--- config.mk ---
export PLATFORM = sky130hd
export DESIGN_NAME = sbcr_regs
export DESIGN_NICKNAME = d
export VERILOG_FILES = /design/src/sbcr_pkg.sv /design/src/sbcr_cal_timer.sv /design/src/sbcr_regs.sv /design/src/sbcr_slot_route.sv
export VERILOG_INCLUDE_DIRS = /design/src
export SDC_FILE = /design/constraint.sdc
export NUM_CORES = 1
export LEC_CHECK = 0
export BUFFER_PORTS_ARGS = -buffer_cell sky130_fd_sc_hd__clkbuf_2
export CORE_MARGIN = 5
export CORE_UTILIZATION = 55
export CTS_CLUSTER_DIAMETER = 60
export DETAILED_ROUTE_END_ITERATION = 6
export PLACE_DENSITY = 0.88
export SYNTH_ARGS = -nofsm -noshare
export SYNTH_HDL_FRONTEND = slang
export SYNTH_HIERARCHICAL = 1
export SYNTH_SLANG_ARGS = --single-unit
--- constraint.sdc ---
create_clock -name pclk -period 6.5 [get_ports pclk]
set_clock_uncertainty 0.2 [all_clocks]
set_input_delay 0.325 -clock pclk [delete_from_list [all_inputs] [get_ports pclk]]
set_output_delay 0.325 -clock pclk [all_outputs]
set_load 0.01 [all_outputs]
--- src/sbcr_consts.svh ---
`ifndef SBCR_CONSTS_SVH
`define SBCR_CONSTS_SVH

// ----------------------------------------
// Register indices and byte addresses
// ----------------------------------------
`define SBCR_IDX_SWING       8'h18
`define SBCR_IDX_BIAS        8'h19
`define SBCR_IDX_GAIN        8'h1A
`define SBCR_IDX_CAL         8'h1B
`define SBCR_IDX_STATUS      8'h3F
`define SBCR_ADDR_SWING      8'h60
`define SBCR_ADDR_BIAS       8'h64
`define SBCR_ADDR_GAIN       8'h68
`define SBCR_ADDR_CAL        8'h6C
`define SBCR_ADDR_STATUS     8'hFC

// ----------------------------------------
// Reset values
// ----------------------------------------
`define SBCR_RST_SWING       8'hE1
`define SBCR_RST_BIAS        8'h65
`define SBCR_RST_GAIN        8'h86
`define SBCR_RST_CAL         8'h05

// ----------------------------------------
// Field positions
// ----------------------------------------
`define SBCR_PRE_HI          7
`define SBCR_PRE_LO          6
`define SBCR_RX_HI           5
`define SBCR_RX_LO           3
`define SBCR_TX_HI           2
`define SBCR_TX_LO           0
`define SBCR_CAL_START       7
`define SBCR_CAL_DUAL        6
`define SBCR_CAL_WAIT_HI     5
`define SBCR_CAL_WAIT_LO     4
`define SBCR_CAL_RSVD        3
`define SBCR_CAL_SEED_HI     2
`define SBCR_CAL_SEED_LO     0
`define SBCR_CAL_WMASK       8'hF7

// ----------------------------------------
// Calibration times in reference periods
// ----------------------------------------
`define SBCR_CAL_PER_0       18'h1_5F90
`define SBCR_CAL_PER_1       18'h1_ADB0
`define SBCR_CAL_PER_2       18'h1_FBD0
`define SBCR_CAL_PER_3       18'h3_0D40
`define SBCR_REF_CLKS        1

`endif

--- src/sbcr_pkg.sv ---
// ----------------------------------------
// Types shared by the register group
// ----------------------------------------
package sbcr_pkg;

    // Calibration sequencer states
    typedef enum logic [1:0] {
        SBCR_ST_IDLE  = 2'b00,
        SBCR_ST_RUN   = 2'b01,
        SBCR_ST_STORE = 2'b10
    } sbcr_cal_state_t;

endpackage

--- src/sbcr_cal_timer.sv ---
`timescale 1ns/1ps
`default_nettype none

// ----------------------------------------
// Calibration wait down-counter
// ----------------------------------------
module sbcr_cal_timer #(
    parameter int CW = 18
) (
    input  wire logic          pclk,     // Bus clock
    input  wire logic          presetn,  // Async reset, low
    input  wire logic          load,     // Start a new wait
    input  wire logic [CW-1:0] count,    // Cycles to wait
    output logic               done      // One-cycle end pulse
);

    logic [CW-1:0] cnt_r;   // Remaining cycles
    logic          run_r;   // Counting active
    logic          done_r;  // End pulse flop
    wire           last = run_r && (cnt_r == CW'(1));

    // Load, count down, flag the last cycle
    always_ff @(posedge pclk or negedge presetn) begin
        if (!presetn) begin
            cnt_r  <= '0;
            run_r  <= 1'b0;
            done_r <= 1'b0;
        end else begin
            cnt_r  <= load ? count : (run_r ? cnt_r - CW'(1) : cnt_r);
            run_r  <= load || (run_r && !last);
            done_r <= last && !load;
        end
    end

    assign done = done_r;

endmodule

`default_nettype wire

--- src/sbcr_regs.sv ---
// What this block does
// Prescaler swing bits 7:6, reset three
// RX buffer swing bits 5:3, reset four
// TX buffer swing bits 2:0, reset one
// Prescaler current bits 7:6, reset one
// RX buffer current bits 5:3, reset four
// TX buffer current bits 2:0, reset five
// Loop gain byte resets to 134
// Start bit rising edge launches calibration when idle
// Dual bit stores both slots, else selected
// Wait code picks calibration length; bit3 reserved
// Software should pick the longest wait
// DAC seed equals code plus one
// All fields read back last written
`timescale 1ns/1ps
`default_nettype none
`include "sbcr_consts.svh"

module sbcr_regs
    import sbcr_pkg::*;
#(
    parameter int          CW      = 18,               // Wait counter width
    parameter int          REF_CLK = `SBCR_REF_CLKS,   // Clocks per ref period
    parameter logic [17:0] WAIT_0  = `SBCR_CAL_PER_0,  // Code 0 periods
    parameter logic [17:0] WAIT_1  = `SBCR_CAL_PER_1,  // Code 1 periods
    parameter logic [17:0] WAIT_2  = `SBCR_CAL_PER_2,  // Code 2 periods
    parameter logic [17:0] WAIT_3  = `SBCR_CAL_PER_3   // Code 3 periods
) (
    input  wire logic        pclk,          // Bus clock, 40 MHz
    input  wire logic        presetn,       // Async reset, low
    input  wire logic [7:0]  paddr,         // Byte address
    input  wire logic        psel,          // Slave select
    input  wire logic        penable,       // Access phase
    input  wire logic        pwrite,        // Write when high
    input  wire logic [31:0] pwdata,        // Write data
    input  wire logic [3:0]  pstrb,         // Byte strobes
    output logic      [31:0] prdata,        // Read data
    output logic             pready,        // Transfer done
    output logic             pslverr,       // Unmapped address or status write
    input  wire logic        main_freq_sel, // Selected slot, B when high
    output logic      [1:0]  pre_swing,     // Prescaler swing code
    output logic      [2:0]  rx_swing,      // RX LO buffer swing
    output logic      [2:0]  tx_swing,      // TX LO buffer swing
    output logic      [1:0]  pre_current,   // Prescaler current code
    output logic      [2:0]  rx_current,    // RX LO buffer current
    output logic      [2:0]  tx_current,    // TX LO buffer current
    output logic      [7:0]  loop_gain,     // Charge-pump scaling
    output logic      [3:0]  cal_dac_seed,  // DAC start value 1..8
    output logic             cal_busy,      // Calibration running
    output logic             cal_store_a,   // Store results in A
    output logic             cal_store_b    // Store results in B
);

    // ----------------------------------------
    // Functions
    // ----------------------------------------

    // Wait code to clock count
    function automatic logic [CW-1:0] wait_cycles(input logic [1:0] code);
        logic [17:0] per;
        per = WAIT_0;
        case (code)
            2'b00:   per = WAIT_0;
            2'b01:   per = WAIT_1;
            2'b10:   per = WAIT_2;
            2'b11:   per = WAIT_3;
            default: per = WAIT_0;
        endcase
        wait_cycles = CW'(per * REF_CLK);
    endfunction

    // Full byte address match
    function automatic logic hit(input logic [7:0] a, input logic [7:0] reg_a);
        hit = (a == reg_a);
    endfunction

    // ----------------------------------------
    // Storage
    // ----------------------------------------
    logic [7:0]       swing_r;     // Swing register
    logic [7:0]       bias_r;      // Bias register
    logic [7:0]       gain_r;      // Loop gain register
    logic [7:0]       cal_r;       // Calibration control
    logic [31:0]      prdata_r;    // Read data flop
    logic             pready_r;    // Ready flop
    logic             pslverr_r;   // Error flop
    logic [3:0]       seed_r;      // Seed output flop
    logic             busy_r;      // Busy output flop
    logic             dual_r;      // Dual captured at launch
    logic             sel_r;       // Slot captured at launch
    logic [1:0]       wcode_r;     // Wait code at launch
    sbcr_cal_state_t  st_r;        // Sequencer state
    sbcr_cal_state_t  st_nxt;      // Next state

    // ----------------------------------------
    // Bus decode
    // ----------------------------------------
    wire setup    = psel && !penable;              // Setup phase
    wire access   = psel && penable && pready_r;   // Completing access
    wire wr_ok    = access && pwrite && !pslverr_r && pstrb[0];
    wire sel_sw   = hit(paddr, `SBCR_ADDR_SWING);  // Swing selected
    wire sel_bi   = hit(paddr, `SBCR_ADDR_BIAS);   // Bias selected
    wire sel_gn   = hit(paddr, `SBCR_ADDR_GAIN);   // Gain selected
    wire sel_cl   = hit(paddr, `SBCR_ADDR_CAL);    // Cal ctrl selected
    wire sel_st   = hit(paddr, `SBCR_ADDR_STATUS); // Status selected
    wire mapped   = sel_sw || sel_bi || sel_gn || sel_cl || sel_st;
    wire bad_wr   = pwrite && sel_st;              // Status is read-only
    wire [7:0] wb = pwdata[7:0];                   // Low lane data

    // Status word: busy and captured routing
    wire [7:0] status = {4'h0, dual_r, sel_r, 1'b0, busy_r};

    // Read mux
    wire [7:0] rd_byte = sel_sw ? swing_r :
                         sel_bi ? bias_r  :
                         sel_gn ? gain_r  :
                         sel_cl ? cal_r   :
                         sel_st ? status  : 8'h00;

    // ----------------------------------------
    // Calibration launch
    // ----------------------------------------
    // Detect rising start bit
    wire start_new = wr_ok && sel_cl && wb[`SBCR_CAL_START];
    wire start_old = cal_r[`SBCR_CAL_START];
    wire launch    = start_new && !start_old && (st_r == SBCR_ST_IDLE);
    wire tmr_done;                                 // Wait ended

    // ----------------------------------------
    // APB response
    // ----------------------------------------

    // Answer one cycle after setup
    always_ff @(posedge pclk or negedge presetn) begin
        if (!presetn) begin
            pready_r <= 1'b0;
        end else begin
            pready_r <= setup;
        end
    end

    // Capture read data and error in setup
    always_ff @(posedge pclk or negedge presetn) begin
        if (!presetn) begin
            prdata_r  <= 32'h0000_0000;
            pslverr_r <= 1'b0;
        end else if (setup) begin
            prdata_r  <= pwrite ? 32'h0000_0000 : {24'h00_0000, rd_byte};
            pslverr_r <= !mapped || bad_wr;
        end else begin
            pslverr_r <= 1'b0;
        end
    end

    // ----------------------------------------
    // Configuration registers
    // ----------------------------------------

    // Swing register with reset value
    // Holds last write
    always_ff @(posedge pclk or negedge presetn) begin
        if (!presetn) begin
            swing_r <= `SBCR_RST_SWING;
        end else if (wr_ok && sel_sw) begin
            swing_r <= wb;
        end
    end

    // Bias register with reset value
    // Holds last write
    always_ff @(posedge pclk or negedge presetn) begin
        if (!presetn) begin
            bias_r <= `SBCR_RST_BIAS;
        end else if (wr_ok && sel_bi) begin
            bias_r <= wb;
        end
    end

    // Loop gain resets to 134
    always_ff @(posedge pclk or negedge presetn) begin
        if (!presetn) begin
            gain_r <= `SBCR_RST_GAIN;
        end else if (wr_ok && sel_gn) begin
            gain_r <= wb;
        end
    end

    // Control register, reserved bit held zero
    always_ff @(posedge pclk or negedge presetn) begin
        if (!presetn) begin
            cal_r <= `SBCR_RST_CAL;
        end else if (wr_ok && sel_cl) begin
            cal_r <= wb & `SBCR_CAL_WMASK;
        end
    end

    // ----------------------------------------
    // Calibration sequencer
    // ----------------------------------------

    // Next state
    always_comb begin
        st_nxt = st_r;
        case (st_r)
            SBCR_ST_IDLE: begin
                if (launch) begin
                    st_nxt = SBCR_ST_RUN;
                end
            end
            SBCR_ST_RUN: begin
                if (tmr_done) begin
                    st_nxt = SBCR_ST_STORE;
                end
            end
            SBCR_ST_STORE: begin
                st_nxt = SBCR_ST_IDLE;
            end
            default: begin
                st_nxt = SBCR_ST_IDLE;
            end
        endcase
    end

    // State flop
    always_ff @(posedge pclk or negedge presetn) begin
        if (!presetn) begin
            st_r <= SBCR_ST_IDLE;
        end else begin
            st_r <= st_nxt;
        end
    end

    // Capture routing at launch
    always_ff @(posedge pclk or negedge presetn) begin
        if (!presetn) begin
            dual_r  <= 1'b0;
            sel_r   <= 1'b0;
            wcode_r <= 2'b00;
        end else if (launch) begin
            dual_r  <= wb[`SBCR_CAL_DUAL];
            sel_r   <= main_freq_sel;
            wcode_r <= wb[`SBCR_CAL_WAIT_HI:`SBCR_CAL_WAIT_LO];
        end
    end

    // Busy from launch until results stored
    always_ff @(posedge pclk or negedge presetn) begin
        if (!presetn) begin
            busy_r <= 1'b0;
        end else begin
            busy_r <= (st_nxt != SBCR_ST_IDLE);
        end
    end

    // Seed is code plus one
    always_ff @(posedge pclk or negedge presetn) begin
        if (!presetn) begin
            seed_r <= 4'h0;
        end else begin
            seed_r <= {1'b0, st_r == SBCR_ST_IDLE && launch
                ? wb[`SBCR_CAL_SEED_HI:`SBCR_CAL_SEED_LO]
                : cal_r[`SBCR_CAL_SEED_HI:`SBCR_CAL_SEED_LO]} + 4'h1;
        end
    end

    // ----------------------------------------
    // Submodules
    // ----------------------------------------

    // Wait length from code
    sbcr_cal_timer #(
        .CW      (CW)
    ) u_timer (
        .pclk    (pclk),
        .presetn (presetn),
        .load    (launch),
        .count   (wait_cycles(wb[`SBCR_CAL_WAIT_HI:`SBCR_CAL_WAIT_LO])),
        .done    (tmr_done)
    );

    // Steer results to slots
    sbcr_slot_route u_route (
        .pclk    (pclk),
        .presetn (presetn),
        .fire    (st_r == SBCR_ST_STORE),
        .dual    (dual_r),
        .sel_b   (sel_r),
        .store_a (cal_store_a),
        .store_b (cal_store_b)
    );

    // ----------------------------------------
    // Outputs
    // ----------------------------------------
    assign prdata       = prdata_r;
    assign pready       = pready_r;
    assign pslverr      = pslverr_r;
    // Prescaler swing field
    assign pre_swing    = swing_r[`SBCR_PRE_HI:`SBCR_PRE_LO];
    // RX swing field
    assign rx_swing     = swing_r[`SBCR_RX_HI:`SBCR_RX_LO];
    // TX swing field
    assign tx_swing     = swing_r[`SBCR_TX_HI:`SBCR_TX_LO];
    // Prescaler current field
    assign pre_current  = bias_r[`SBCR_PRE_HI:`SBCR_PRE_LO];
    // RX current field
    assign rx_current   = bias_r[`SBCR_RX_HI:`SBCR_RX_LO];
    // TX current field
    assign tx_current   = bias_r[`SBCR_TX_HI:`SBCR_TX_LO];
    // Gain to charge pump
    assign loop_gain    = gain_r;
    assign cal_dac_seed = seed_r;
    assign cal_busy     = busy_r;

endmodule

`default_nettype wire

--- src/sbcr_slot_route.sv ---
`timescale 1ns/1ps
`default_nettype none

// ----------------------------------------
// Result slot steering
// ----------------------------------------
module sbcr_slot_route (
    input  wire logic pclk,     // Bus clock
    input  wire logic presetn,  // Async reset, low
    input  wire logic fire,     // Store results now
    input  wire logic dual,     // Store in both slots
    input  wire logic sel_b,    // Selected slot is B
    output logic      store_a,  // Write slot A pulse
    output logic      store_b   // Write slot B pulse
);

    logic a_r;  // Slot A pulse flop
    logic b_r;  // Slot B pulse flop

    // Dual stores both, else only the selected slot
    always_ff @(posedge pclk or negedge presetn) begin
        if (!presetn) begin
            a_r <= 1'b0;
            b_r <= 1'b0;
        end else begin
            a_r <= fire && (dual || !sel_b);
            b_r <= fire && (dual || sel_b);
        end
    end

    assign store_a = a_r;
    assign store_b = b_r;

endmodule

`default_nettype wire

==> run metrics <==
fin crit share=0.477; Post-synth EDFFs=0; Cell Area, Placed=4170 sq um; drt first pass iters=6; Slowest-stage cell, CP=and3_1; layout overhead on the synthesized area=13.0%; Min Hold Slack=-0.0266 ns; Initial Utilization=0.568; R2R setup slack=3.40 ns; nets=486; Syn Inst Count=358; Ports=115; row cnt=30; FF+latch count, synth=72; maximum clock path buffer count=2; total of max-cap violations=0; H-tree depth=3; RSZ-0062 raised after global routing=no; Rel. slew slack=0.303; Setup Viol. Count Final=0; CP Launch Type=register; Slew Limit Fails=0; final core utilization=0.642; Core Area=6790 sq um; power per cell area=193 nW/um^2; Detailed Route WL=8.39 mm; Skew-Pair Late Insertion Delay=0.35 ns; die area=8790 sq um; pin count of the biggest net entering global routing=73; worst path required time=6.53 ns; critical path arrival=3.13 ns; Lkg Pwr=0.00210 uW; post-synth top area cell=dfrtp_1; detailed-route wire length per cell=15.9 um; status=finished with violations; most common cell after layout, fill and taps aside=clkbuf_2; Die Width=93.7 um; fraction of layout cells with a size suffix above 1=0.331; kind of critical path=register to register; CTS tree=yes; Seq/Total Area, Yosys=0.471; Post-synth ARST share=1.00; reg-to-reg startpoint=st_r[1]$_DFF_PN0_; worst-path fanout max=34; dominant synthesized flop cell=dfrtp_1; port bufs=63; crit-path max cell delay=0.98 ns; antenna-violating nets left=0; failing checks=negative hold slack; synth top area cells=dfrtp_1 38%, mux2_2 9.9%, dfstp_2 8.9%, buf_4 5.3%, nand2_1 4.6%; Clock Pin Slew Worst Setup and Hold Paths=0.07 ns; FF-to-FF End=u_timer/cnt_r[17]$_DFFE_PN0P_; DRC violations left=0; # fillers=506; most frequent cells in the layout=62 x clkbuf_2, 59 x dfrtp_1, 47 x nand2_1; vias in the first global route=2758; initial antenna violation count=0; Hold Crit Class=primary input to async pin; syn avg cell area=10.8 sq um; CTS-repair resized insts=0; Worst Reg-to-Reg Cells=6; DR vias=2854; Root Buffer=clkbuf_8; CTS Sinks=72; worst-margin pin slew=1.05 ns; Final Hold Violating Endpoints=19; via-per-instance ratio=5.41; total track usage=0.200; total global routing overflow=0; Final GP Congestion=0.877; final setup TNS=0 ns; hpwl dp=6.09 mm; Peak Freq=0.322 GHz; DR iter-0 viols=158; Cell variety after synth=54; # diodes=0; Die Y=93.7 um; fin area=4360 sq um; Ys Warns=6; post-CTS setup buffer count=0; first-pass GRT wire length=13.7 mm; Period minus WS final=3.10 ns; CP cell instances=nor4b_1 -> and3_1 -> nor2_1 -> nand3_1 -> mux2i_1 -> a211o_1; cts hold-fix bufs=0; Synth top area share=0.383; Num CTS Buffers=9; crit end category=register; synthesized cell area=3860 sq um; maximum vdd drop=0.188 mV
==> state kept, by name, indices dropped and copies added (netlist names), 2 cells and up <==
register	cells
u_timer/cnt_r	18
bias_r	8
loop_gain	8
prdata	8
swing_r	8
cal_r	7
cal_dac_seed	4
st_r	2
==> how the worst max path moves through the flow <==
stage / start / endpoint / slack, ns / cells after the start
2_1_floorplan: paddr[3] / cal_dac_seed[2]$_DFF_PN0_ / 4.09 / 10
3_3_place_gp: paddr[3] / u_timer/cnt_r[17]$_DFFE_PN0P_ / 3.55 / 8
3_5_place_dp: pwdata[7] / u_timer/cnt_r[17]$_DFFE_PN0P_ / 3.40 / 7
4_1_cts: st_r[1]$_DFF_PN0_ / u_timer/cnt_r[17]$_DFFE_PN0P_ / 3.42 / 6
5_1_grt: st_r[1]$_DFF_PN0_ / u_timer/cnt_r[17]$_DFFE_PN0P_ / 3.16 / 6
6_report: st_r[1]$_DFF_PN0_ / u_timer/cnt_r[17]$_DFFE_PN0P_ / 3.40 / 6
==> per-stage QoR <==
stage	cells	power [uW]	setup slack [ns]	hold slack, ns
final	528	840	3.40	-0.0266
after global routing	528	876	3.16	0.0173
after CTS	528	845	3.42	0.00697
after detailed placement	512	507	3.40	0.252
after floorplan	387	493	4.09	-0.171
after global placement	512	505	3.55	0.242
==> cell usage after synthesis, types with 2 or more instances <==
| cell | n |
|---|---|
| nor2_1 | 20 |
| buf_4 | 27 |
| or2_2 | 3 |
| o21ai_0 | 23 |
| nor3_1 | 3 |
| nand2b_1 | 5 |
| nor4_4 | 2 |
| o221ai_1 | 5 |
| nand4b_2 | 2 |
| nand4_1 | 2 |
| conb_1 | 2 |
| mux2i_1 | 6 |
| a21oi_1 | 7 |
| dfrtp_1 | 59 |
| ha_1 | 9 |
| a31oi_1 | 2 |
| nand4b_1 | 4 |
| and4_1 | 2 |
| nand2_1 | 47 |
| dfstp_2 | 13 |
| buf_2 | 3 |
| nand3b_1 | 2 |
| o31a_1 | 2 |
| or4_1 | 2 |
| inv_1 | 10 |
| nor2b_1 | 6 |
| o21a_1 | 2 |
| nor4_1 | 3 |
| nand3_1 | 6 |
| xnor2_1 | 4 |
| o31ai_1 | 5 |
| a2111oi_0 | 2 |
| mux2_2 | 34 |
| xor2_1 | 9 |
| or3_1 | 2 |
| clkbuf_1 | 5 |
==> worst max-delay path, delay by kind of cell (launching register included) <==
| family | cells | cell delay (ns) |
|---|---|---|
| AND/OR/NAND/NOR | 4 | 2.02 |
| flip-flops | 1 | 0.40 |
| AO/OA/AOI/OAI | 1 | 0.26 |
| multiplexers | 1 | 0.09 |
==> final cells by class <==
class	count	area, sq um	area share
well taps	96	120	0.0276
multi-input cells	270	1870	0.430
repair buffers	64	323	0.0741
clock inverters	6	60.1	0.0138
clock buffers	10	128	0.0293
inverters	10	37.5	0.00861
flip-flops and latches	72	1820	0.417
==> report_power, final <==
part | switching, uW | internal, uW | total, uW
Clock | 166 | 175 | 341
Sequential | 0.811 | 449 | 450
Combinational | 35.9 | 12.7 | 48.7
Total | 203 | 637 | 840
==> cell families after synthesis <==
logic type | after synthesis | synth area share
fa+ha+maj | 9 | 0.0292
xor+xnor | 13 | 0.0295
flops | 72 | 0.471
other cells | 2 | 0.00195
simple gates | 126 | 0.200
buf+inv | 45 | 0.0711
mux | 40 | 0.115
compound gates | 51 | 0.0821
==> metal layers <==
metal / vias to the layer above / global-route usage / routed length, um
li1: 1344 / - / -
met1: 1394 / 0.248 / 3380
met2: 100 / 0.332 / 4290
met3: 16 / 0.0601 / 547
met4: 0 / 0.0710 / 178
met5: - / 0 / 0
No activity file was read; power rests on OpenSTA's default activity.
